<file path="config.mk">
export PLATFORM = sky130hd
export DESIGN_NAME = wma_top
export DESIGN_NICKNAME = d
export VERILOG_FILES = /design/src/design/wma_mem.v /design/src/design/wma_top.v
export VERILOG_INCLUDE_DIRS = /design/src /design/src/design
export SDC_FILE = /design/constraint.sdc
export NUM_CORES = 2
export LEC_CHECK = 0
export BUFFER_PORTS_ARGS = -buffer_cell sky130_fd_sc_hd__buf_4
export CAP_MARGIN = 10
export CORE_ASPECT_RATIO = 1.2
export CORE_MARGIN = 2
export CORE_UTILIZATION = 60
export DETAILED_ROUTE_END_ITERATION = 8
export GPL_ROUTABILITY_DRIVEN = 1
export PLACE_DENSITY = 0.77
export SYNTH_ARGS = -nofsm -noshare
export SYNTH_HDL_FRONTEND = slang
export SYNTH_SLANG_ARGS = --single-unit
</file>
<file path="constraint.sdc">
create_clock -name sys_clk_in -period 11.1 [get_ports sys_clk_in]
set_input_delay 1.11 -clock sys_clk_in [delete_from_list [all_inputs] [get_ports sys_clk_in]]
set_output_delay 1.11 -clock sys_clk_in [all_outputs]
set_load 0.03 [all_outputs]
</file>
<file path="src/design/wma_defs.vh">
// constants for the warm-up, monitor and alarm logic
`ifndef WMA_DEFS_VH
`define WMA_DEFS_VH

// readings and setpoints are unsigned, 1 lsb = 0.0001 unit
`define WMA_VAL_W 32
`define WMA_CH_W 5
`define WMA_NCH 17
`define WMA_NONE 5'h1F
`define WMA_ONE_K 32'h0000_2710
`define WMA_K_MAX 32'h05F5_CFF0
`define WMA_S_MAX 32'hFFFF_FFFF
`define WMA_EP_NEG_RST 32'h0000_0000
`define WMA_EP_ZERO_RST 32'h0000_0000
`define WMA_EP_POS_RST 32'h0098_9680
`define WMA_ALM_LO_RST 32'h0000_0000
`define WMA_ALM_HI_RST 32'h0098_9680
`define WMA_PCT_RST 7'h64
`define WMA_PCT_MAX 7'h64
// dac code: signed 16 bit, full negative to full positive
`define WMA_DAC_NEG 16'h8000
`define WMA_DAC_ZERO 16'h0000
`define WMA_DAC_POS 16'h7FFF
`define WMA_SPAN_UNI 16'h7FFF
`define WMA_SPAN_BIP 16'hFFFF
`define WMA_DIV_STEPS 6'h30
// flash half period
`define WMA_FLASH_HALF_MS 500
`define WMA_CLK_KHZ 40000

`endif

</file>
<file path="src/design/wma_mem.v">
// alarm setpoint store: one word {high, low} per input, registered read
`timescale 1ns/1ps
module wma_mem (
  input wire sys_clk_in,
  input wire wr_en_in,
  input wire [4:0] wr_addr_in,
  input wire [63:0] wr_data_in,
  input wire [4:0] rd_addr_in,
  output reg [63:0] rd_data_out
);
  reg [63:0] mem [0:31];

  always @(posedge sys_clk_in) begin
    if (wr_en_in) begin
      mem[wr_addr_in] <= wr_data_in;
    end
    rd_data_out <= mem[rd_addr_in];
  end
endmodule // wma_mem

</file>
<file path="src/design/wma_top.v">
// warm-up heater, monitor output and alarm logic
// Functional notes
// - heater level is full scale times percentage
// - auto-off: heat until setpoint, then range off
// - auto-off: range on again restarts cycle
// - continuous: off at setpoint, on 1 K below
// - continuous never clears heater range
// - monitor follows selected input, none default
// - inactive scanned channel keeps last reading
// - monitor always enabled, ignores all-off
// - kelvin or sensor units, kelvin endpoints clamped
// - unipolar 0..+10 or bipolar -10..+10
// - bipolar low endpoint -10, high +10
// - unipolar zero endpoint 0 V
// - endpoint reset values 0, 0, 1000 K
// - high alarm when reading above high setpoint
// - low alarm when reading below low setpoint
// - per-input alarms, disabled, 0/1000 K defaults
// - led steady when enabled visible alarm exists
// - led flashes on active visible alarm
// - displayed alarm field alternates with reading
// - beeper on active audible alarm; vis on
`timescale 1ns/1ps
`include "wma_defs.vh"
module wma_top #(
  parameter FLASH_HALF_CYC = `WMA_FLASH_HALF_MS * `WMA_CLK_KHZ
) (
  input wire sys_clk_in,
  input wire rst_n_in,
  input wire rd_valid_in,
  input wire [4:0] rd_chan_in,
  input wire [31:0] rd_kelvin_in,
  input wire [31:0] rd_sensor_in,
  input wire cfg_wr_in,
  input wire [6:0] cfg_wu_pct_in,
  input wire cfg_wu_auto_in,
  input wire [4:0] cfg_ctl_chan_in,
  input wire [31:0] cfg_setpoint_in,
  input wire [4:0] cfg_mon_chan_in,
  input wire cfg_mon_sensor_in,
  input wire cfg_bipolar_in,
  input wire [31:0] cfg_ep_neg_in,
  input wire [31:0] cfg_ep_zero_in,
  input wire [31:0] cfg_ep_pos_in,
  input wire range_on_in,
  input wire range_off_in,
  input wire all_off_in,
  input wire alm_wr_in,
  input wire [4:0] alm_chan_in,
  input wire alm_en_in,
  input wire alm_vis_in,
  input wire alm_aud_in,
  input wire [31:0] alm_low_in,
  input wire [31:0] alm_high_in,
  input wire [4:0] disp_chan_in,
  output reg heater_range_out,
  output reg heater_en_out,
  output reg [6:0] heater_level_out,
  output reg mon_en_out,
  output reg [15:0] dac_code_out,
  output reg [16:0] alm_high_out,
  output reg [16:0] alm_low_out,
  output reg led_out,
  output reg beep_out,
  output reg disp_alt_out
);
  // ------------------------------------------------------------
  // helpers
  // ------------------------------------------------------------
  function chan_ok;
    input [4:0] ch;
    begin
      chan_ok = (ch < 5'h11);
    end
  endfunction

  function [31:0] ep_clamp;
    input [31:0] v;
    input sensor;
    begin
      if (!sensor && v > `WMA_K_MAX) begin
        ep_clamp = `WMA_K_MAX;
      end else begin
        ep_clamp = v;
      end
    end
  endfunction

  // ------------------------------------------------------------
  // configuration
  // ------------------------------------------------------------
  reg [6:0] pct_q;
  reg auto_q;
  reg [4:0] ctl_ch_q;
  reg [31:0] sp_q;
  reg [4:0] mon_ch_q;
  reg sens_q;
  reg bip_q;
  reg [31:0] ep_neg_q;
  reg [31:0] ep_zero_q;
  reg [31:0] ep_pos_q;

  always @(posedge sys_clk_in) begin
    if (!rst_n_in) begin
      pct_q <= `WMA_PCT_RST;
      auto_q <= 1'b0;
      ctl_ch_q <= 5'h00;
      sp_q <= 32'h0000_0000;
      mon_ch_q <= `WMA_NONE;
      sens_q <= 1'b0;
      bip_q <= 1'b0;
      ep_neg_q <= `WMA_EP_NEG_RST;
      ep_zero_q <= `WMA_EP_ZERO_RST;
      ep_pos_q <= `WMA_EP_POS_RST;
    end else if (cfg_wr_in) begin
      pct_q <= (cfg_wu_pct_in > `WMA_PCT_MAX) ? `WMA_PCT_MAX
                                                : cfg_wu_pct_in;
      auto_q <= cfg_wu_auto_in;
      ctl_ch_q <= cfg_ctl_chan_in;
      sp_q <= cfg_setpoint_in;
      mon_ch_q <= chan_ok(cfg_mon_chan_in) ? cfg_mon_chan_in
                                            : `WMA_NONE;
      sens_q <= cfg_mon_sensor_in;
      bip_q <= cfg_bipolar_in;
      ep_neg_q <= ep_clamp(cfg_ep_neg_in, cfg_mon_sensor_in);
      ep_zero_q <= ep_clamp(cfg_ep_zero_in, cfg_mon_sensor_in);
      ep_pos_q <= ep_clamp(cfg_ep_pos_in, cfg_mon_sensor_in);
    end
  end

  // ------------------------------------------------------------
  // latest readings of the control and monitored inputs
  // ------------------------------------------------------------
  reg [31:0] ctl_val_q;
  reg ctl_new_q;
  reg [31:0] mon_val_q;
  reg mon_ok_q;

  always @(posedge sys_clk_in) begin
    if (!rst_n_in) begin
      ctl_val_q <= 32'h0000_0000;
      ctl_new_q <= 1'b0;
      mon_val_q <= 32'h0000_0000;
      mon_ok_q <= 1'b0;
    end else begin
      ctl_new_q <= rd_valid_in && rd_chan_in == ctl_ch_q;
      if (rd_valid_in && rd_chan_in == ctl_ch_q) begin
        ctl_val_q <= rd_kelvin_in;
      end
      // other channels of the scan leave the held value alone
      if (cfg_wr_in) begin
        mon_ok_q <= 1'b0;
      end else if (rd_valid_in && rd_chan_in == mon_ch_q) begin
        mon_val_q <= sens_q ? rd_sensor_in : rd_kelvin_in;
        mon_ok_q <= 1'b1;
      end
    end
  end

  // ------------------------------------------------------------
  // warm-up heater
  // ------------------------------------------------------------
  reg range_q;
  reg heat_q;
  wire at_sp = ctl_val_q >= sp_q;
  wire below_sp = ({1'b0, ctl_val_q} + {1'b0, `WMA_ONE_K}) <=
                  {1'b0, sp_q};

  always @(posedge sys_clk_in) begin
    if (!rst_n_in) begin
      range_q <= 1'b0;
      heat_q <= 1'b0;
      heater_range_out <= 1'b0;
      heater_en_out <= 1'b0;
      heater_level_out <= 7'h00;
    end else begin
      if (all_off_in || range_off_in) begin
        range_q <= 1'b0;
        heat_q <= 1'b0;
      end else if (range_on_in) begin
        range_q <= 1'b1;
        heat_q <= 1'b1;
      end else if (range_q && ctl_new_q) begin
        if (at_sp) begin
          heat_q <= 1'b0;
          if (auto_q) begin
            range_q <= 1'b0;
          end // continuous keeps the range on
        end else if (!auto_q && below_sp) begin
          heat_q <= 1'b1;
        end
      end
      heater_range_out <= range_q;
      heater_en_out <= range_q && heat_q;
      heater_level_out <= (range_q && heat_q) ? pct_q : 7'h00;
    end
  end

  // ------------------------------------------------------------
  // monitor scaling: serial divide, one result per 50 cycles
  // ------------------------------------------------------------
  localparam DV_IDLE = 1'b0;
  localparam DV_RUN = 1'b1;
  reg dv_st_q;
  reg [5:0] dv_cnt_q;
  reg [47:0] num_q;
  reg [31:0] rem_q;
  reg [31:0] den_q;
  reg dv_bip_q;
  wire [31:0] lo_ep = bip_q ? ep_neg_q : ep_zero_q;
  wire [15:0] span = bip_q ? `WMA_SPAN_BIP : `WMA_SPAN_UNI;
  wire [15:0] bottom = bip_q ? `WMA_DAC_NEG : `WMA_DAC_ZERO;
  wire [32:0] trial = {rem_q, num_q[47]};
  wire [15:0] quo = num_q[15:0];

  always @(posedge sys_clk_in) begin
    if (!rst_n_in) begin
      dv_st_q <= DV_IDLE;
      dv_cnt_q <= 6'h00;
      num_q <= 48'h0000_0000_0000;
      rem_q <= 32'h0000_0000;
      den_q <= 32'h0000_0000;
      dv_bip_q <= 1'b0;
      mon_en_out <= 1'b0;
      dac_code_out <= `WMA_DAC_ZERO;
    end else begin
      mon_en_out <= 1'b1;
      case (dv_st_q)
        DV_IDLE: begin
          if (!mon_ok_q) begin
            dac_code_out <= bottom;
          end else if (mon_val_q <= lo_ep) begin
            dac_code_out <= bottom;
          end else if (mon_val_q >= ep_pos_q) begin
            dac_code_out <= `WMA_DAC_POS;
          end else begin
            num_q <= {16'h0000, mon_val_q - lo_ep} *
                     {32'h0000_0000, span};
            den_q <= ep_pos_q - lo_ep;
            rem_q <= 32'h0000_0000;
            dv_cnt_q <= `WMA_DIV_STEPS;
            dv_bip_q <= bip_q;
            dv_st_q <= DV_RUN;
          end
        end
        DV_RUN: begin
          if (dv_cnt_q == 6'h00) begin
            dac_code_out <= dv_bip_q ? quo - `WMA_DAC_NEG : quo;
            dv_st_q <= DV_IDLE;
          end else begin
            if (trial >= {1'b0, den_q}) begin
              rem_q <= trial[31:0] - den_q;
              num_q <= {num_q[46:0], 1'b1};
            end else begin
              rem_q <= trial[31:0];
              num_q <= {num_q[46:0], 1'b0};
            end
            dv_cnt_q <= dv_cnt_q - 6'h01;
          end
        end
        default: dv_st_q <= DV_IDLE;
      endcase
    end
  end

  // ------------------------------------------------------------
  // alarms: setpoints in memory, read one cycle after a reading
  // ------------------------------------------------------------
  reg [16:0] en_q;
  reg [16:0] vis_q;
  reg [16:0] aud_q;
  reg [16:0] set_q;
  reg ap_v_q;
  reg [4:0] ap_ch_q;
  reg [31:0] ap_val_q;
  wire [63:0] mem_rd;
  wire alm_wr_ok = alm_wr_in && chan_ok(alm_chan_in);

  wma_mem u_mem (
    .sys_clk_in(sys_clk_in),
    .wr_en_in(alm_wr_ok),
    .wr_addr_in(alm_chan_in),
    .wr_data_in({alm_high_in, alm_low_in}),
    .rd_addr_in(rd_chan_in),
    .rd_data_out(mem_rd)
  );

  // unwritten entries hold no reset value, so defaults stand in
  wire [31:0] a_lo = set_q[ap_ch_q] ? mem_rd[31:0] : `WMA_ALM_LO_RST;
  wire [31:0] a_hi = set_q[ap_ch_q] ? mem_rd[63:32] : `WMA_ALM_HI_RST;

  always @(posedge sys_clk_in) begin
    if (!rst_n_in) begin
      en_q <= 17'h0_0000;
      vis_q <= 17'h1_FFFF;
      aud_q <= 17'h0_0000;
      set_q <= 17'h0_0000;
      ap_v_q <= 1'b0;
      ap_ch_q <= 5'h00;
      ap_val_q <= 32'h0000_0000;
      alm_high_out <= 17'h0_0000;
      alm_low_out <= 17'h0_0000;
    end else begin
      ap_v_q <= rd_valid_in && chan_ok(rd_chan_in);
      ap_ch_q <= rd_chan_in;
      ap_val_q <= rd_kelvin_in;
      if (alm_wr_ok) begin
        en_q[alm_chan_in] <= alm_en_in;
        vis_q[alm_chan_in] <= alm_vis_in;
        aud_q[alm_chan_in] <= alm_aud_in;
        set_q[alm_chan_in] <= 1'b1;
        if (!alm_en_in) begin
          alm_high_out[alm_chan_in] <= 1'b0;
          alm_low_out[alm_chan_in] <= 1'b0;
        end
      end else if (ap_v_q) begin
        alm_high_out[ap_ch_q] <= en_q[ap_ch_q] && ap_val_q > a_hi;
        alm_low_out[ap_ch_q] <= en_q[ap_ch_q] && ap_val_q < a_lo;
      end
    end
  end

  // ------------------------------------------------------------
  // annunciators
  // ------------------------------------------------------------
  reg [31:0] fl_cnt_q;
  reg fl_q;
  wire [16:0] act = alm_high_out | alm_low_out;

  always @(posedge sys_clk_in) begin
    if (!rst_n_in) begin
      fl_cnt_q <= 32'h0000_0000;
      fl_q <= 1'b0;
      led_out <= 1'b0;
      beep_out <= 1'b0;
      disp_alt_out <= 1'b0;
    end else begin
      if (fl_cnt_q >= FLASH_HALF_CYC - 1) begin
        fl_cnt_q <= 32'h0000_0000;
        fl_q <= ~fl_q;
      end else begin
        fl_cnt_q <= fl_cnt_q + 32'h0000_0001;
      end
      if (|(act & vis_q)) begin
        led_out <= fl_q;
      end else begin
        led_out <= |(en_q & vis_q);
      end
      beep_out <= |(act & en_q & aud_q);
      disp_alt_out <= chan_ok(disp_chan_in) && act[disp_chan_in] &&
                      fl_q;
    end
  end
endmodule // wma_top

</file>
After elaboration in Yosys (flattened, before gate mapping)
Memory sizes are Yosys's and may differ from the RTL's. A register that Yosys moved wholly into a read port is not among the register bits.
Index checks and enable logic that the tools add are counted.
W data, S select, Z words.

storage, ports and cells
  input bits = 302
  RAM bits = 2048
  output and inout bits = 63
  word-level logic and storage cells = 206
  bits in registers = 538
  memories = 1

memories
  memory     words  bits a word  rd ports  clocked after memory_dff  wr ports  line          text
  u_mem.mem  32     64           1         1                         1         wma_mem.v:11  reg [63:0] mem [0:31];

cells by class
  multipliers = 1
  muxes and demuxes = 72
  bitwise logic cells = 15
  reductions and logical operators = 39
  equal/unequal tests = 9
  add/sub/neg operators = 7
  $lt $le $gt $ge = 21

operators by type and width
  kind                      number
  $mux W32                  12
  $mux W48                  4
  $mux W16                  7
  $and A17 B17 Y17          6
  $mux W17                  6
  $gt A32 B27 Y1 const B    3
  $pmux W48 S2              1
  $sub A32 B32 Y32          3
  $bwmux W17                5
  $ge A32 B32 Y1            2
  $pmux W32 S2              1
  $reduce_or A17 Y1         3
  $mul A32 B16 Y48          1
  $or A17 B17 Y17           2
  $add A32 B14 Y33 const B  1
  $ge A33 B32 Y1            1
  $le A33 B32 Y1            1
  $add A32 B1 Y32 const B   1
  $ge A32 B25 Y1 const B    1
  $gt A32 B32 Y1            1
  $le A32 B32 Y1            1
  $lt A32 B32 Y1            1
  $pmux W16 S2              1
  $mux W6                   4
  29 further kinds          95

Depth between registers and ports, before layout
  depth in word-level cells = 8
  depth in mapped cells = 40
  mapped depth without buffers = 35

Modules after synthesis
From an unflattened synthesis, not the netlist that was laid out.

unflattened totals
  cells, all modules = 7896
  area total of the unflattened synthesis = 120875.9 um^2

modules (own cells, without submodules)
  module   sequential area each (um^2)  area an instance (um^2)  cells each  instances
  wma_mem  62780.2                      78964.5                  3096        1
  wma_top  10770.3                      41911.4                  4800        1

Least setup slack after synthesis
OpenSTA, ideal clock, no wires.

  kind = register -> register
  from = reg bip_q
  to = reg num_q[47]
  data arrival time = 9.437 ns
  setup time = 0.137 ns
  slack = 1.526 ns
  period minus slack after synthesis = 9.574 ns
  cell stages (with the launch flop) = 36
  path buffers = 4
  data required time = 10.963 ns
  cells stage by stage = dfxtp_1 clkbuf_1 clkbuf_1 clkbuf_1 mux2i_1 ha_1 clkbuf_1 a21o_1 a21o_1 a21oi_1 o21ai_0 nand2_1 a31oi_1 o2111ai_1 a31oi_1 o31ai_1 fa_1 fa_1 inv_1 fa_1 fa_1 fa_1 inv_1 fa_1 inv_1 ha_1 a21o_1 a21oi_1 nor2b_1 o41a_1 or4_1 o21ai_2 o21ai_1 o41ai_2 mux2i_1 a31oi_1

between the ends
  word-level cells in the longest chain between the ends = 7
  elaborated cells between the ends (all ways) = 11
  classes of those cells = add/sub: 1; mul: 1; order compare: 1; eq/ne: 1; mux: 6; reduce/logical: 1

RTL lines
  item                    line           text
  start, declared         wma_top.v:98   reg bip_q;
  start signal, assigned  wma_top.v:124  bip_q <= cfg_bipolar_in;
  $mux W32                wma_top.v:210  wire [31:0] lo_ep = bip_q ? ep_neg_q : ep_zero_q;
  $sub A32 B32 Y32        wma_top.v:237  num_q <= {16'h0000, mon_val_q - lo_ep} *
  $mul A32 B16 Y48        wma_top.v:237
  $mux W48                wma_top.v:234  end else if (mon_val_q >= ep_pos_q) begin
  $mux W48                wma_top.v:232  end else if (mon_val_q <= lo_ep) begin
  $mux W48                wma_top.v:230  if (!mon_ok_q) begin
  $pmux W48 S2            wma_top.v:228  case (dv_st_q)
  end signal, assigned    wma_top.v:237
  end signal, assigned    wma_top.v:253  num_q <= {num_q[46:0], 1'b1};
  end signal, assigned    wma_top.v:256  num_q <= {num_q[46:0], 1'b0};
  end, declared           wma_top.v:206  reg [47:0] num_q;

Several ways; a longest one is shown, not always the timed one. The select of a mux whose other input is x is not followed.
A chain may end at the register's enable or synchronous reset.

Final worst setup path
Same ends and word-level chain as after synthesis.

==> metrics <==
max reg flops=2,048; Worst Min Path Start=cfg_setpoint_in[20]; layout cells sized above 1=0.173; H-tree levels=4; area grow syn2layout=14.4%; Starting Density=0.605; commonest cells after routing, fill and taps aside=edfxtp_1 (2,048), conb_1 (967), mux4_2 (650), dfxtp_1 (599), inv_1 (523); clk buf depth=3; largest net degree at the start of global routing=136; Chip Width=412 um; Worst Skew=0.0626 ns; DRT Pass-1 Iters=6; status=complete, no violations; largest registers=u_mem.mem: 2048 flops, u_mem.rd_data_out: 64 flops, num_q: 48 flops; Synth Warn #=0; Worst setup SP type=flip-flop; CP required=11.81 ns; CP peak stage delay=0.67 ns; actual slew at the worst max-slew pin=1.18 ns; vias in the first global route=74,000; Hold EP=sp_q[20]$_SDFFE_PN0P_; most used cell, CP=fa_1; max cap viols=0; worst skew pair latency=0.91 ns; Worst Hold Class=primary input to flip-flop; Seq/Total Area, Yosys=0.612; reg2reg start=bip_q$_SDFFE_PN0P_; total track usage=0.328; chip height=494 um; Mapped Area=120,000 um2; commonest non-fill, non-tap cell in the layout=edfxtp_1; Final Hold Vio Count=0; CP Class=flip-flop to flip-flop; CP arrival=10.90 ns; clock-pin transition on the worst setup and hold timing paths=0.07 ns; Final TNS setup=0 ns; relative slew slack=0.215; Min Hold Slack=0.436 ns; Synth cell types=93; final setup fails=0; number of enable flip-flop cells after synthesis=2,048; crit-path max FO=16; routed len/inst=27.6 um; CTS tree=done; syn avg cell area=15.5 um2; flop and latch count out of synthesis=2,650; FMAX=98.2 MHz; Main synth FF type=edfxtp_1; initial antenna violation count=35; Hold Path Stages=3; row count=179; clock buffers created by TritonCTS=237; fin worst setup slack=0.913 ns; first-pass GRT wire length=483,000 um; min cycle time layout=10.19 ns; Final #Nets=10,100; post-route ant nets=0; Routed Wire Length=328,000 um; fin util=0.691; via count=71,900; Mapped Cells=7,750; die footprint=204,000 um2; DR vias/cell=6.04; PostCTS Resize Cnt=0; Port Buf Inserts=364; element type at the critical path end=flip-flop; Biggest register=u_mem.mem; Post-CTS Hold Fix Bufs=0; DRC=0; CTS Sinks=2,650; ranking of synthesized cells by area=edfxtp_1 (51%), mux4_2 (12%), dfxtp_1 (10%); DP HPWL=209,000 um; Crit-path slowest cell=dfxtp_2; period utilization=0.918; FF-to-FF End=num_q[47]$_SDFFE_PN0P_; drt first-iter violations=7,861; Ports=365; R2R setup slack=0.91 ns; worst r2r path cells=32; post-synth top area share=0.512; post-synth top area cell=edfxtp_1; Async SR Flop Fraction=0; DP Worst Slack=0.992 ns; # Post-CTS Setup Buffers=0; final slew viol count=0; Core Area=199,000 um2; Placer Congestion=1.05; RSZ-0062 raised after global routing=false; Root Driver=clkbuf_16; Overflow after GRT=0
==> synth_stat cells, drive strengths merged (12+ instances only) <==
| library cell | n |
|---|---|
| a31oi | 30 |
| nand3 | 68 |
| and3 | 37 |
| nor2 | 483 |
| mux2 | 66 |
| nand2 | 409 |
| nand4 | 64 |
| fa | 327 |
| xor2 | 79 |
| and2 | 69 |
| ha | 368 |
| or3 | 13 |
| o21ai | 307 |
| dfxtp | 602 |
| a21oi | 285 |
| nor2b | 41 |
| clkbuf | 267 |
| o21bai | 16 |
| o21a | 30 |
| inv | 531 |
| a22oi | 20 |
| nor3 | 45 |
| o211ai | 37 |
| nand2b | 29 |
| buf | 79 |
| mux2i | 189 |
| a21o | 128 |
| or2 | 12 |
| nor4 | 19 |
| a211oi | 73 |
| a311oi | 27 |
| xnor2 | 99 |
| edfxtp | 2048 |
| mux4 | 650 |
| a22o | 39 |
==> worst max-delay path, delay by kind of cell (launching register included) <==
| kind | cells | cell delay (ns) |
|---|---|---|
| compound gates | 13 | 2.55 |
| simple gates | 3 | 0.78 |
| buf+inv | 4 | 0.39 |
| flops | 1 | 0.67 |
| fa+ha+maj | 9 | 4.33 |
| mux | 2 | 0.66 |
| xor+xnor | 1 | 0.65 |
==> how the worst max path moves through the flow <==
stage                                   endpoint               start  cells after the start  slack, ns
after CTS                 num_q[47]$_SDFFE_PN0P_  bip_q$_SDFFE_PN0P_                     32       0.93
after detailed placement  num_q[47]$_SDFFE_PN0P_  bip_q$_SDFFE_PN0P_                     32       0.99
after global placement    num_q[47]$_SDFFE_PN0P_  bip_q$_SDFFE_PN0P_                     32       1.04
after floorplan           num_q[47]$_SDFFE_PN0P_  bip_q$_SDFFE_PN0P_                     35       1.53
final                     num_q[47]$_SDFFE_PN0P_  bip_q$_SDFFE_PN0P_                     32       0.91
after global routing      num_q[47]$_SDFFE_PN0P_  bip_q$_SDFFE_PN0P_                     32       0.37
==> final cells by class <==
| type | count | area [um2] |
|---|---|---|
| Antenna cell | 13 | 32.5 |
| Timing Repair Buffer | 446 | 3490 |
| Clock buffer | 298 | 6400 |
| Fill cell | 12900 | 61300 |
| Multi-Input combinational cell | 5189 | 46900 |
| Tap cell | 2624 | 3280 |
| Sequential cell | 2650 | 73600 |
| Inverter | 531 | 2020 |
| Clock inverter | 150 | 1620 |
==> cells by family (layout without fill, tap and decap cells) <==
| family | after synthesis | after routing | synth area share |
|---|---|---|---|
| compound gates | 1115 | 1115 | 0.0597 |
| xor+xnor | 178 | 178 | 0.0130 |
| fa+ha+maj | 695 | 695 | 0.0928 |
| buf+inv | 877 | 1425 | 0.0279 |
| flops | 2650 | 2650 | 0.612 |
| mux | 905 | 905 | 0.144 |
| other cells | 1 | 980 | 0.0000312 |
| simple gates | 1329 | 1329 | 0.0504 |
==> stage by stage <==
step	cell area, um2	instances
2_1_floorplan	124000	8716
3_3_place_gp	129000	11400
3_5_place_dp	129000	11400
4_1_cts	137000	11900
5_1_grt	137000	11900
6_report	137000	11900
==> layer usage <==
metal,global-route usage,wire [um],vias up,share of wire
li1,-,-,31000,-
met1,0.422,122000,36600,0.37
met2,0.537,161000,3483,0.49
met3,0.0607,27400,759,0.084
met4,0.165,18000,26,0.055
met5,0,167,-,0.00051
Power is not shown: default switching activity piles up to over one toggle a cycle in this logic, so the estimate is an artifact.
